[src/ssp_pkg.sv]
// constants of the serial peripheral port
package ssp_pkg;
	localparam int          REG_DW          = 16;
	localparam int          REG_AW          = 5;
	localparam logic [4:0]  ADDR_CTRL_A     = 5'h00;
	localparam logic [4:0]  ADDR_CTRL_B     = 5'h04;
	localparam logic [4:0]  ADDR_DATA_LO    = 5'h08;
	localparam logic [4:0]  ADDR_DATA_HI    = 5'h0C;
	localparam logic [4:0]  ADDR_IRQ_CLR    = 5'h10;
	// control_register_a fields
	localparam int          CA_ON           = 0;
	localparam int          CA_SLAVE        = 1;
	localparam int          CA_POL          = 2;
	localparam int          CA_PHA          = 3;
	localparam int          CA_WORD_LO      = 4;
	localparam int          CA_IDLE         = 6;
	localparam int          CA_RST          = 7;
	localparam int          CA_FORCE        = 8;
	localparam int          CA_DIV_LO       = 9;
	localparam int          CA_CE_USE       = 11;
	localparam int          CA_IRQ_EN       = 12;
	localparam logic [15:0] CA_RESET        = 16'h0000;
	localparam logic [15:0] CA_WMASK        = 16'h1F7F;
	// control_register_b fields
	localparam int          CB_FIFO_LO      = 0;
	localparam int          CB_NINTH        = 2;
	localparam int          CB_BUSY         = 3;
	localparam int          CB_TXH          = 4;
	localparam int          CB_DONE         = 5;
	localparam logic [2:0]  CB_RESET        = 3'h3;
	// word size codes
	localparam logic [1:0]  WORD_8          = 2'h0;
	localparam logic [1:0]  WORD_16         = 2'h1;
	localparam logic [1:0]  WORD_32         = 2'h2;
	localparam logic [1:0]  WORD_9          = 2'h3;
	// fifo usage codes
	localparam logic [1:0]  FIFO_BOTH       = 2'h0;
	localparam logic [1:0]  FIFO_RX_ONLY    = 2'h1;
	localparam logic [1:0]  FIFO_TX_ONLY    = 2'h2;
	localparam logic [1:0]  FIFO_NONE       = 2'h3;
	// timing
	localparam longint      SYS_CLK_HZ      = 25_000_000;
	localparam longint      LINE_CLK_MAX_HZ = 8_000_000;
	localparam longint      MIN_HALF_CYC    = (SYS_CLK_HZ + 2 * LINE_CLK_MAX_HZ - 1) / (2 * LINE_CLK_MAX_HZ);
	localparam int          FIFO_DEPTH      = 4;
	// two-flop input lag plus one: shortest half period that still samples fresh data
	localparam int          SYNC_MIN_HALF   = 3;
endpackage

[src/ssp_fifo_if.sv]
// handshake bundle between the port and its word fifos
`timescale 1ns/1ps
`default_nettype none
interface ssp_fifo_if #(parameter int W = 32, parameter int D = 4);
	logic                   push;
	logic [W-1:0]           wdata;
	logic                   pop;
	logic                   flush;
	logic [$clog2(D+1)-1:0] limit;
	logic [W-1:0]           rdata;
	logic                   full;
	logic                   empty;
	modport user (output push, wdata, pop, flush, limit, input rdata, full, empty);
	modport store (input push, wdata, pop, flush, limit, output rdata, full, empty);
endinterface
`default_nettype wire

[src/ssp_fifo.sv]
// word fifo with a run-time capacity limit
`timescale 1ns/1ps
`default_nettype none
module ssp_fifo #(
	parameter int W = 32,
	parameter int D = 4
) (
	input wire logic sys_clk,
	input wire logic rst,
	ssp_fifo_if.store f
);
	localparam int AW = $clog2(D);
	localparam int CW = $clog2(D + 1);

	if (D < 2 || (D & (D - 1)) != 0)
	begin : g_chk
		$error("ssp_fifo depth must be a power of two, at least 2");
	end

	logic [W-1:0]  mem [D];
	logic [AW-1:0] wp;
	logic [AW-1:0] rp;
	logic [CW-1:0] cnt;
	wire           do_push = f.push & ~f.full;
	wire           do_pop  = f.pop & ~f.empty;

	assign f.full  = cnt >= f.limit;
	assign f.empty = cnt == '0;
	assign f.rdata = mem[rp];

	always_ff @(posedge sys_clk)
	begin
		if (do_push)
			mem[wp] <= f.wdata;
	end

	always_ff @(posedge sys_clk or posedge rst)
	begin
		if (rst)
		begin
			wp  <= '0;
			rp  <= '0;
			cnt <= '0;
		end
		else if (f.flush)
		begin
			wp  <= '0;
			rp  <= '0;
			cnt <= '0;
		end
		else
		begin
			wp  <= wp + AW'(do_push);
			rp  <= rp + AW'(do_pop);
			cnt <= cnt + CW'(do_push) - CW'(do_pop);
		end
	end
endmodule // ssp_fifo
`default_nettype wire

[src/ssp_port.sv]
// serial peripheral port: registers, clock divider, shift engine
//
// Overview of operation
// Words of 8, 16, 32 bits either role; 9-bit words transmitted as master.
// Master line clock is source clock over 1, 2, 4, 8, kept at most 8 MHz; code divides by 6, 6, 8, 16.
// Software sets pins, then mode, then block_on last.
// Writing the low data word starts a master transfer; high word goes first.
// Low word write sets holding full; moving to shift clears it; bits shift.
// After last clock set done and pending flags, copy received bits to data.
// Irq gated by mask; clear write clears source; unread rx data holds irq.
// Slave chosen by slave_select_mode; serial clock pin must be input.
// Each active serial clock edge captures one bit in, presents one bit out.
// External master clock below a quarter of the port clock.
// Chip enable gates slave clocking; release mid-word resets shift buffer.
// Clock polarity and phase bits give modes 0 to 3.
// Idle output shows idle level as master, and as slave in modes 0, 2.
// Modes 1, 3 keep last bit; engine reset or force returns idle level.
// Usage 10: tx fifo only; received words overwrite data registers.
// Usage 10: irq while tx space, holding full when full, busy ends after.
// Usage 01: rx fifo only; starts at once, sends tx words, zero at reset.
// Usage 01 master runs until rx fifo full; slave follows external master.
// Exact N-word reads follow the documented drain sequence by software.
// Usage 00: both fifos; holding full means tx full, irq means rx data.
// Dma with fifo off needs one cpu write first.
// Word code 11: ninth bit value leads, fifos 8-bit, leading rx bit lost.
// Most significant bit first; transfer_active set while shifting.
// Reset usage code is 11, one holding register each way.
//
// Added by the designer: the plain strobed port and the address map.
`timescale 1ns/1ps
`default_nettype none
module ssp_port
	import ssp_pkg::*;
#(
	parameter int DEPTH = FIFO_DEPTH
) (
	input  wire logic              sys_clk,
	input  wire logic              rst,
	input  wire logic [REG_AW-1:0] reg_addr,
	input  wire logic [REG_DW-1:0] reg_wdata,
	input  wire logic              reg_wr,
	input  wire logic              reg_rd,
	output logic      [REG_DW-1:0] reg_rdata,
	input  wire logic              sclk_i,
	output logic                   sclk_o,
	output logic                   sclk_oe,
	input  wire logic              serial_in_pin,
	output logic                   serial_out_pin,
	input  wire logic              chip_enable_n,
	output logic                   irq_line
);
	localparam int CW = $clog2(DEPTH + 1);
	localparam int HALF_FLOOR = (int'(MIN_HALF_CYC) > SYNC_MIN_HALF) ? int'(MIN_HALF_CYC) : SYNC_MIN_HALF;

	if (DEPTH < 4 || (DEPTH & (DEPTH - 1)) != 0)
	begin : g_chk
		$error("ssp_port depth must be a power of two, at least 4");
	end

	typedef enum logic {SSP_IDLE, SSP_SHIFT} ssp_state_e;

	ssp_state_e  st;
	logic [15:0] ctrl_a;
	logic [2:0]  ctrl_b;
	logic [15:0] tx_hi;
	logic [15:0] tx_lo;
	logic [31:0] rx_word;
	logic [31:0] sh;
	logic [31:0] ld_q;
	logic        ld_msb;
	logic        out_bit;
	logic        hold_lsb;
	logic [5:0]  bits;
	logic [3:0]  div_cnt;
	logic        pend;
	logic        done;
	logic        sclk_m;
	logic        sclk_s;
	logic        sclk_d;
	logic        sdi_m;
	logic        sdi_s;
	logic        cen_m;
	logic        cen_s;

	ssp_fifo_if #(.W(32), .D(DEPTH)) txf ();
	ssp_fifo_if #(.W(32), .D(DEPTH)) rxf ();

	ssp_fifo #(.W(32), .D(DEPTH)) u_txf (
		.sys_clk (sys_clk),
		.rst     (rst),
		.f       (txf)
	);

	ssp_fifo #(.W(32), .D(DEPTH)) u_rxf (
		.sys_clk (sys_clk),
		.rst     (rst),
		.f       (rxf)
	);

	// control fields
	wire       on     = ctrl_a[CA_ON];
	wire       slave  = ctrl_a[CA_SLAVE];
	wire       pol    = ctrl_a[CA_POL];
	wire       pha    = ctrl_a[CA_PHA];
	wire [1:0] wsz    = ctrl_a[CA_WORD_LO +: 2];
	wire       idle   = ctrl_a[CA_IDLE];
	wire       force_o = ctrl_a[CA_FORCE];
	wire [1:0] div    = ctrl_a[CA_DIV_LO +: 2];
	wire       ce_use = ctrl_a[CA_CE_USE];
	wire       irq_en = ctrl_a[CA_IRQ_EN];
	wire [1:0] fmode  = ctrl_b[CB_FIFO_LO +: 2];
	wire       ninth  = ctrl_b[CB_NINTH];
	wire       master = ~slave;

	// bus decode
	wire wr_ca  = reg_wr & (reg_addr == ADDR_CTRL_A);
	wire wr_cb  = reg_wr & (reg_addr == ADDR_CTRL_B);
	wire wr_lo  = reg_wr & (reg_addr == ADDR_DATA_LO);
	wire wr_hi  = reg_wr & (reg_addr == ADDR_DATA_HI);
	wire wr_clr = reg_wr & (reg_addr == ADDR_IRQ_CLR);
	wire rd_lo  = reg_rd & (reg_addr == ADDR_DATA_LO);
	wire eng_rst = wr_ca & reg_wdata[CA_RST];

	// word length and fifo capacity
	wire [5:0]  len = (wsz == WORD_32) ? 6'd32 :
		(wsz == WORD_16) ? 6'd16 :
		(wsz == WORD_9) ? 6'd9 : 6'd8;
	wire [4:0]  top = 5'(len - 6'd1);
	wire [31:0] rx_mask = (wsz == WORD_32) ? 32'hFFFF_FFFF :
		(wsz == WORD_16) ? 32'h0000_FFFF : 32'h0000_00FF;
	wire [CW-1:0] word_lim = (wsz == WORD_32) ? CW'(DEPTH / 4) :
		(wsz == WORD_16) ? CW'(DEPTH / 2) : CW'(DEPTH);

	// fifo roles per usage code
	wire rx_used = (fmode == FIFO_BOTH) | (fmode == FIFO_RX_ONLY);
	wire tx_used = (fmode != FIFO_RX_ONLY);
	wire tx_ok   = ~tx_used | ~txf.empty;
	wire rx_ok   = ~rx_used | ~rxf.full;
	wire start   = on & (st == SSP_IDLE) & tx_ok & rx_ok & ~eng_rst;
	wire abort   = eng_rst | ~on;

	// master line clock timing
	wire [3:0] half_raw = 4'(1) << div;
	wire [3:0] half = (half_raw < 4'(HALF_FLOOR)) ? 4'(HALF_FLOOR) : half_raw;
	wire       m_tick = master & (st == SSP_SHIFT) & (div_cnt == half - 4'd1);

	// active edges in both roles
	wire ce_ok   = ~ce_use | ~cen_s;
	wire s_edge  = slave & (st == SSP_SHIFT) & ce_ok & (sclk_s != sclk_d);
	wire lead    = (m_tick & (sclk_o == pol)) | (s_edge & (sclk_s != pol));
	wire trail   = (m_tick & (sclk_o != pol)) | (s_edge & (sclk_s == pol));
	wire samp    = pha ? trail : lead;
	wire pres    = pha ? lead : trail;
	wire [5:0] bits_n = bits + 6'(samp);
	wire fin     = trail & (bits_n == len);
	wire ce_drop = slave & ce_use & cen_s & (st == SSP_SHIFT) & (bits != 6'd0);

	// word loaded into the shift buffer
	wire [31:0] tx_src = tx_used ? txf.rdata : {tx_hi, tx_lo};
	wire [31:0] ld_val = (wsz == WORD_9) ? {23'h0, ninth, tx_src[7:0]} : tx_src;
	// trailing-edge sampling takes its last bit on the finishing edge itself
	wire [31:0] rx_val = (pha ? {sh[30:0], sdi_s} : sh) & rx_mask;

	// fifo connections
	assign txf.push  = wr_lo & tx_used;
	assign txf.wdata = {tx_hi, reg_wdata};
	assign txf.pop   = start & tx_used;
	assign txf.flush = abort;
	assign txf.limit = (fmode == FIFO_NONE) ? CW'(1) : word_lim;
	assign rxf.push  = fin & rx_used;
	assign rxf.wdata = rx_val;
	assign rxf.pop   = rd_lo & rx_used;
	assign rxf.flush = abort | ~rx_used;
	assign rxf.limit = word_lim;

	// status, interrupt source, read mux
	wire txh  = tx_used & txf.full;
	wire busy = (st == SSP_SHIFT) | (master & on & tx_ok & rx_ok);
	wire irq_src = (fmode == FIFO_TX_ONLY) ? ~txf.full :
		(fmode == FIFO_NONE) ? pend : (pend | ~rxf.empty);
	wire [31:0] rd_word = rx_used ? rxf.rdata : rx_word;
	wire [15:0] rd_cb = {10'h0, done, txh, busy, ctrl_b};
	wire [15:0] next_rdata = ~reg_rd ? 16'h0000 :
		(reg_addr == ADDR_CTRL_A) ? ctrl_a :
		(reg_addr == ADDR_CTRL_B) ? rd_cb :
		(reg_addr == ADDR_DATA_LO) ? rd_word[15:0] :
		(reg_addr == ADDR_DATA_HI) ? rd_word[31:16] : 16'h0000;

	// output pin level
	wire shows_bit = (st == SSP_SHIFT) | hold_lsb;
	wire next_sout = force_o ? idle : (shows_bit ? out_bit : idle);

	// registers and bus
	always_ff @(posedge sys_clk or posedge rst)
	begin
		if (rst)
		begin
			ctrl_a    <= CA_RESET;
			ctrl_b    <= CB_RESET;
			tx_hi     <= 16'h0000;
			tx_lo     <= 16'h0000;
			reg_rdata <= 16'h0000;
		end
		else
		begin
			reg_rdata <= next_rdata;
			if (wr_ca)
				ctrl_a <= reg_wdata & CA_WMASK;
			if (wr_cb)
				ctrl_b <= reg_wdata[2:0];
			if (wr_hi)
				tx_hi <= reg_wdata;
			if (wr_lo)
				tx_lo <= reg_wdata;
		end
	end

	// input synchronisers
	always_ff @(posedge sys_clk or posedge rst)
	begin
		if (rst)
		begin
			sclk_m <= 1'b0;
			sclk_s <= 1'b0;
			sclk_d <= 1'b0;
			sdi_m  <= 1'b0;
			sdi_s  <= 1'b0;
			cen_m  <= 1'b1;
			cen_s  <= 1'b1;
		end
		else
		begin
			sclk_m <= sclk_i;
			sclk_s <= sclk_m;
			sclk_d <= sclk_s;
			sdi_m  <= serial_in_pin;
			sdi_s  <= sdi_m;
			cen_m  <= chip_enable_n;
			cen_s  <= cen_m;
		end
	end

	// flags set by hardware win over a clear write
	always_ff @(posedge sys_clk or posedge rst)
	begin
		if (rst)
		begin
			pend     <= 1'b0;
			done     <= 1'b0;
			rx_word  <= 32'h0000_0000;
			irq_line <= 1'b0;
		end
		else
		begin
			pend     <= fin | (pend & ~wr_clr);
			done     <= fin | (done & ~wr_clr);
			irq_line <= irq_en & irq_src;
			if (fin & ~rx_used)
				rx_word <= rx_val;
		end
	end

	// master line clock
	always_ff @(posedge sys_clk or posedge rst)
	begin
		if (rst)
		begin
			div_cnt <= 4'h0;
			sclk_o  <= 1'b0;
			sclk_oe <= 1'b0;
		end
		else
		begin
			sclk_oe <= on & master;
			if (st != SSP_SHIFT || m_tick)
				div_cnt <= 4'h0;
			else
				div_cnt <= div_cnt + 4'h1;
			if (st != SSP_SHIFT || fin)
				sclk_o <= pol;
			else if (m_tick)
				sclk_o <= ~sclk_o;
		end
	end

	// shift engine
	always_ff @(posedge sys_clk or posedge rst)
	begin
		if (rst)
		begin
			st       <= SSP_IDLE;
			sh       <= 32'h0000_0000;
			ld_q     <= 32'h0000_0000;
			ld_msb   <= 1'b0;
			out_bit  <= 1'b0;
			hold_lsb <= 1'b0;
			bits     <= 6'd0;
		end
		else if (abort)
		begin
			st       <= SSP_IDLE;
			bits     <= 6'd0;
			hold_lsb <= 1'b0;
		end
		else if (start)
		begin
			st     <= SSP_SHIFT;
			sh     <= ld_val;
			ld_q   <= ld_val;
			ld_msb <= ld_val[top];
			bits   <= 6'd0;
			if (!pha)
			begin
				out_bit  <= ld_val[top];
				hold_lsb <= 1'b0;
			end
		end
		else if (ce_drop)
		begin
			sh   <= ld_q;
			bits <= 6'd0;
			if (!pha)
				out_bit <= ld_msb;
		end
		else if (st == SSP_SHIFT)
		begin
			if (samp)
				sh <= {sh[30:0], sdi_s};
			if (pres && !fin)
			begin
				out_bit <= sh[top];
				hold_lsb <= 1'b0;
			end
			bits <= bits_n;
			if (fin)
			begin
				st       <= SSP_IDLE;
				hold_lsb <= slave & pha;
			end
		end
	end

	always_ff @(posedge sys_clk or posedge rst)
	begin
		if (rst)
			serial_out_pin <= 1'b0;
		else
			serial_out_pin <= next_sout;
	end
endmodule // ssp_port
`default_nettype wire

[config.mk]
export PLATFORM = sky130hd
export DESIGN_NAME = ssp_port
export DESIGN_NICKNAME = d
export VERILOG_FILES = /design/src/ssp_pkg.sv /design/src/ssp_fifo_if.sv /design/src/ssp_fifo.sv /design/src/ssp_port.sv
export SDC_FILE = /design/constraint.sdc
export NUM_CORES = 1
export LEC_CHECK = 0
export ABC_AREA = 1
export BUFFER_PORTS_ARGS = -buffer_cell sky130_fd_sc_hd__buf_2
export CAP_MARGIN = 15
export CORE_UTILIZATION = 44
export CTS_CLUSTER_DIAMETER = 100
export DETAILED_ROUTE_END_ITERATION = 12
export PLACE_DENSITY = 0.69
export SYNTH_ARGS = -nofsm -noshare
export SYNTH_HDL_FRONTEND = slang
export SYNTH_SLANG_ARGS = --single-unit
[constraint.sdc]
create_clock -name sys_clk -period 6.3 [get_ports sys_clk]
set_input_delay 0.945 -clock sys_clk [delete_from_list [all_inputs] [get_ports sys_clk]]
set_output_delay 0.945 -clock sys_clk [all_outputs]
set_load 0.01 [all_outputs]
Word level (Yosys, flattened, before mapping) --
Memory sizes are Yosys's and may differ from the RTL's. Index checks and enable logic that the tools add are counted.
Operators by class: equality and inequality tests 22, bitwise logic cells 71, shifts and indexed selects 1, magnitude comparators 4, muxes and demuxes 67, reduce and logical (&&, ||, !) cells 20, add/sub/neg operators 12
Operator list (number):
- 2-to-1 mux 32 bit | 9
- 2-to-1 mux 16 bit | 6
- AND 1 bit | 42
- 2-to-1 mux 1 bit | 33
- AND 32 bit | 1
- 2-to-1 mux 6 bit | 5
- 2-to-1 mux 3 bit | 5
- inverter 1 bit | 15
- OR 1 bit | 13
- nonzero test 3 bit | 4
- binary-select mux 1 bit (select 5 bit) | 2
- == test 5 x 4 -> 1 bit, second input constant | 2
- adder 2 x 1 -> 2 bit | 4
- == test 2 bit, second input constant | 4
- 2-to-1 mux 2 bit | 4
- 2-to-1 mux 4 bit | 2
- nonzero test 4 bit | 2
- adder 3 x 1 -> 3 bit | 2
- adder 6 x 1 -> 6 bit | 1
- == test 6 bit | 1
- greater-or-equal comparator 3 bit | 2
- logical NOT 3 bit | 2
- less-than comparator 5 x 6 -> 1 bit, second input constant | 1
- nonzero test 6 bit | 1
- other kinds (27) | 34
Storage, ports and cells: output and inout bits 20, bits in registers 200, memories 2, input bits 28, memory bits (writable) 256, word-level logic and storage cells 232
Memories:
- u_rxf.mem | depth 4, width 32, rd ports 1, clocked after Yosys merged registers in 0, write ports 1, RTL line ssp_fifo.sv:20 | logic [W-1:0] mem [D];
- u_txf.mem | depth 4, width 32, rd ports 1, clocked after Yosys merged registers in 0, write ports 1, RTL line ssp_fifo.sv:20

Longest topological paths before layout --
depth after elaboration 20, depth in mapped cells 21, gate-level depth less buffers 21

Cells and area by module --
A second synthesis with hierarchy kept.
Second synthesis, totals: cells, all modules 2202, area total of the unflattened synthesis 20905.0 um2
By module, submodules not included:
- ssp_port | times used 1, sequential area each 4659.5 um2, area each 9825.7 um2, cells an instance 1330
- ssp_fifo (u_rxf) | times used 1, sequential area each 4018.9 um2, area each 5544.1 um2, cells an instance 436
- ssp_fifo (u_txf) | times used 1, sequential area each 4018.9 um2, area each 5535.3 um2, cells an instance 436

Worst setup path before layout --
OpenSTA, ideal clock, no wires.
path kind register -> register, from reg cen_s, to mem u_rxf.mem[0][0], enable pin, path slack 1.237 ns, clock period less this slack 5.063 ns, cell stages (with the launch flop) 18, data arrival time 4.602 ns, buffers on the path 0, path through dfstp_2 -> nand2_1 -> nand3_1 -> nor2_1 -> nand2_1 -> o21ai_4 -> o21ai_2 -> inv_1 -> ha_1 -> ha_1 -> xor2_1 -> nor2_1 -> o21ai_0 -> nor2_1 -> nand3_4 -> nor3_2 -> inv_1 -> nor3_1
On the way: longest elaborated chain between the ends 14, elaborated cells between the ends (all ways) 16
Ends and longest elaborated chain:
- from (decl) | RTL line ssp_port.sv:83 | logic cen_s;
- from (signal assigned) | RTL line ssp_port.sv:239 | cen_s <= cen_m;
- inverter 1 bit (*) | RTL line ssp_port.sv:148 | wire ce_ok = ~ce_use | ~cen_s;
- OR 1 bit (*) | RTL line ssp_port.sv:148
- AND 1 bit (*) (2 in series) | RTL line ssp_port.sv:149 | wire s_edge = slave & (st == SSP_SHIFT) & ce_ok & (sclk_s != sclk_d);
- AND 1 bit (on tied branches) | RTL line ssp_port.sv:150, ssp_port.sv:151
- OR 1 bit (on tied branches) | RTL line ssp_port.sv:150, ssp_port.sv:151
- 2-to-1 mux 1 bit | RTL line ssp_port.sv:152 | wire samp = pha ? trail : lead;
- adder 6 x 1 -> 6 bit | RTL line ssp_port.sv:154 | wire [5:0] bits_n = bits + 6'(samp);
- == test 6 bit | RTL line ssp_port.sv:155 | wire fin = trail & (bits_n == len);
- AND 1 bit (*) | RTL line ssp_port.sv:155
- AND 1 bit (*) | RTL line ssp_port.sv:170 | assign rxf.push = fin & rx_used;
- AND 1 bit (*) | RTL line ssp_fifo.sv:24 | wire do_push = f.push & ~f.full;
- 2-to-1 mux 1 bit (*) | RTL line ssp_fifo.sv:33 | if (do_push)
- 2-to-1 mux 1 bit (not written as such) (*) | RTL line ssp_fifo.sv:34 | mem[wp] <= f.wdata;
- to (decl) | RTL line ssp_fifo.sv:20
Every way passes the cells marked *; elsewhere a longest branch is shown, timed or not.

Final worst setup path --
from reg ctrl_a[4], to reg sh[18]
On the way: longest elaborated chain between the ends 10, elaborated cells between the ends (all ways) 15
Ends and longest elaborated chain:
- from (decl) | RTL line ssp_port.sv:63 | logic [15:0] ctrl_a;
- from (signal assigned) | RTL line ssp_port.sv:208 | ctrl_a <= reg_wdata & CA_WMASK;
- == test 2 x 1 -> 1 bit | RTL line ssp_port.sv:132 | (wsz == WORD_16) ? CW'(DEPTH / 2) : CW'(DEPTH);
- 2-to-1 mux 3 bit | RTL line ssp_port.sv:132
- 2-to-1 mux 3 bit | RTL line ssp_port.sv:131 | wire [CW-1:0] word_lim = (wsz == WORD_32) ? CW'(DEPTH / 4) :
- greater-or-equal comparator 3 bit | RTL line ssp_fifo.sv:27 | assign f.full = cnt >= f.limit;
- inverter 1 bit | RTL line ssp_port.sv:138 | wire rx_ok = ~rx_used | ~rxf.full;
- OR 1 bit | RTL line ssp_port.sv:138
- AND 1 bit (2 in series) | RTL line ssp_port.sv:139 | wire start = on & (st == SSP_IDLE) & tx_ok & rx_ok & ~eng_rst;
- nonzero test 3 bit (no line)
- AND reduction 3 bit (no line)
- to (signal assigned) | RTL line ssp_port.sv:308 | sh <= ld_val;
- to (signal assigned) | RTL line ssp_port.sv:320 | sh <= ld_q;
- to (signal assigned) | RTL line ssp_port.sv:328 | sh <= {sh[30:0], sdi_s};
- to (decl) | RTL line ssp_port.sv:68 | logic [31:0] sh;
Several ways; a longest one is shown, not always the timed one. A chain may end at the register's enable or synchronous reset.

==> impl_metrics.yaml <==
critical_path:
  r2r.worst_path.cells: 12
  r2r-end: "sh[18]"
  end_kind: "flip-flop"
  crit_arrival_ps: 4660
  cp_top_family: "simple AND/OR/NAND/NOR gates"
  reg2reg_from: "ctrl_a[4]"
  start_kind: "flip-flop"
  crit_path_cell_trace: "inv_1 -> ha_1 -> ha_1 -> nand3_1 -> nand3_1 -> a21oi_2 -> nand2_4 -> nor2_2 -> o211ai_1 -> o21ai_1 -> nand2_1 -> nand2_1"
  cpPeakStageDelay_ps: 970
  startpoint: "ctrl_a[4]"
  critPathKind: "reg2reg"
  cp_max_fo: 71
  critical_path_buf_inv_count: 1
  cp.required_ps: 6790
  rrSetupSlack_ps: 2130
  slowest_stage: "nor2_2"
power_and_ir_drop:
  p_comb_share_pct: 21.2
  cellLeakagePower_nw: 9.15
  pwr-share-seq_pct: 46.6
  p_clk_share_pct: 32.2
  switching_share_pct: 32.2
  power_density_nw_per_um2: 370
  p_sw_mw: 2.64
  p_int_mw: 5.56
  ir_drop_uv: 293
  fin_total_pwr_mw: 8.20
floorplanning:
  die_y_um: 215
  initial_utilization_pct: 44.9
  ios: 48
  rows: 77
  core_um2: 44500
  fp.dieW_um: 215
  dieArea_um2: 46200
place:
  port_buffers: 47
  placed_cells: 2512
  dp_hpwl_um: 31300
  place_ws_ps: 2100
  gp_routability_congestion: 0.885
synth:
  synthDistinctLibCells: 50
  synth_top_family_by_area: "simple AND/OR/NAND/NOR gates"
  synth_top_cell_by_area: "edfxtp_1"
  syn_nets: 2006
  synth_most_common_cell: "nand2_1"
  yosysWarnings: 0
  synth-main-ff-cell: "edfxtp_1"
  synth-seq-cells: 456
  postSynthCellCount: 1954
  synth_compound_area_share_pct: 14.0
  synthMuxAreaShare_pct: 0.219
  yosys.area_share.xor_xnor_pct: 0.702
  synth_edf_count: 256
  async_flop_share_pct: 43.9
  yosysSeqAreaShare_pct: 63.6
  synthSimpleGateAreaFrac_pct: 15.2
  synth.top_cell.area_share_pct: 38.5
  syn_area_um2: 20000
  synth_fa_ha_area_share_pct: 1.58
  synthTopCellsByArea: "edfxtp_1 (39%), dfrtp_1 (25%), nand2_1 (7.9%)"
  avgSynthCellArea_um2: 10.2
  synthTopCellsByCount: "nand2_1 (420), o21ai_0 (270), nor2_1 (257)"
layout:
  area_delta_synth_final_pct: 11.0
  fillerInstances: 4008
  register_area_um2: 12700
  nets: 2020
  antennaDiodeCount: 0
  fin_cells: 2597
  drive_gt1_share_pct: 10.7
  multiInputGateArea_um2: 6380
detailed_routing:
  drtIter0Drc: 1314
  via_per_inst: 5.58
  wl_per_cell_um: 19.3
  antenna_left: 0
  drc: 0
  firstDrtPassIters: 6
  vias: 14500
  wl_um: 50200
sta:
  finalHoldViolCount: 0
  finalMaxSlewViolations: 0
  finalHoldWorstSlack_ps: 352
  fmax_mhz: 240
  setup_tns_ps: 0
  tightest_slew_ps: 1130
  slew_headroom_pct: 24.7
  finalSetupViolations: 0
  rsz0062_at_grt: "no"
  timing.final.crit_share_pct: 66.1
  finalWorstSetupSlack_ps: 2130
  fin_skew_ps: 10.1
  fin_crit_ps: 4170
global_route:
  grt-ovfl-total: 0
  grt_pass1_vias: 14000
  grt_pass1_wl_um: 79300
  track_usage_pct: 21.9
  grt_max_degree: 97
  antenna_found_initial: 0
worst_hold_path:
  hold_path_class: "reg2reg"
  worstHoldEndpoint: "sclk_s"
  hold_path.startpoint: "sclk_m"
  hold_depth: 0
clock_network:
  post_cts_buffers: 0
  clockRootBuffer: "clkbuf_16"
  clock_path_buffers: 3
  clkLatencyLatePin_ps: 550
  clkSinkCount: 456
  cts-buffers-inserted: 46
  cts.clk_slew.worst_paths_ps: 60
  cts-resized-gates: 0
  hold_buffers: 0
  h-tree-depth: 2
  cts_tree: "built"
run:
  drv_cap: 0
status:
  outcome: "completed"
## power by group through the flow
stage	Combinational [mW]	Sequential (mW)	Clock (mW)
after detailed placement	1.72	3.87	0
after global placement	1.66	3.86	0
after floorplan	1.30	3.75	0
after CTS	1.73	3.81	2.68
after global routing	1.95	3.85	2.80
final	1.74	3.83	2.64
## state kept, by name (all words and copies together) (netlist names), 6 cells and up
signal,flops
tx_lo,16
u_rxf.mem,128
u_txf.mem,128
sh,32
ctrl_a,12
tx_hi,16
rx_word,32
reg_rdata,16
ld_q,32
bits,6
## metal layers
metal / track usage, % / vias up / routed length [um]
met1: 30.5 / 7100 / 21800
li1: - / 6742 / -
met2: 35.3 / 563 / 23300
met3: 3.24 / 94 / 3660
met4: 6.76 / 0 / 1450
met5: 0 / - / 0
## cell type report
class                   count  area share, %
multi-input cells        1277           28.8
well taps                 592           3.34
flip-flops and latches    456           57.3
inverters                 114           1.97
repair buffers             73           2.00
clock inverters            22          0.757
clock buffers              63           5.82
## cell usage in the layout (no fill, tap or decap), types with 9 or more instances in the layout
cell type / n
o21ai_0: 270
clkbuf_16: 47
a21oi_1: 58
clkinv_2: 15
edfxtp_1: 256
o211ai_1: 24
xnor2_1: 9
o22ai_1: 42
buf_4: 25
o31ai_2: 18
dfrtp_1: 194
buf_2: 47
clkbuf_1: 10
ha_1: 22
o221ai_1: 15
nand3_1: 51
nand2_1: 420
inv_1: 102
nor2_1: 252
o21ai_1: 21
## how the worst max path moves through the flow
stage,end,slack [ps],cells past startpoint
final,sh[18],2130,12
after global routing,sh[18],1790,12
after CTS,sh[18],2170,12
after detailed placement,u_txf.mem[0][15],2100,10
after global placement,u_txf.mem[0][22],2210,10
after floorplan,u_rxf.mem[0][0],1240,17
## through the flow
| step | util, % | area, um^2 |
|---|---|---|
| after floorplan | - | 20000 |
| after global placement | 46.5 | 20700 |
| after detailed placement | 46.5 | 20700 |
| after CTS | 49.8 | 22200 |
| after global routing | 49.8 | 22200 |
| final | 49.8 | 22200 |
## cells by family (layout without fill, tap and decap cells)
| family | after synthesis | count (layout) |
|---|---|---|
| and+or+nand+nor | 757 | 757 |
| AOI/OAI and AO/OA | 476 | 476 |
| DFF | 456 | 456 |
| buffers and inverters | 221 | 272 |
| adders and majority gates | 24 | 24 |
| xor gates and xnor gates | 16 | 16 |
| muxes | 4 | 4 |
Power figures use the tool's default switching activity.
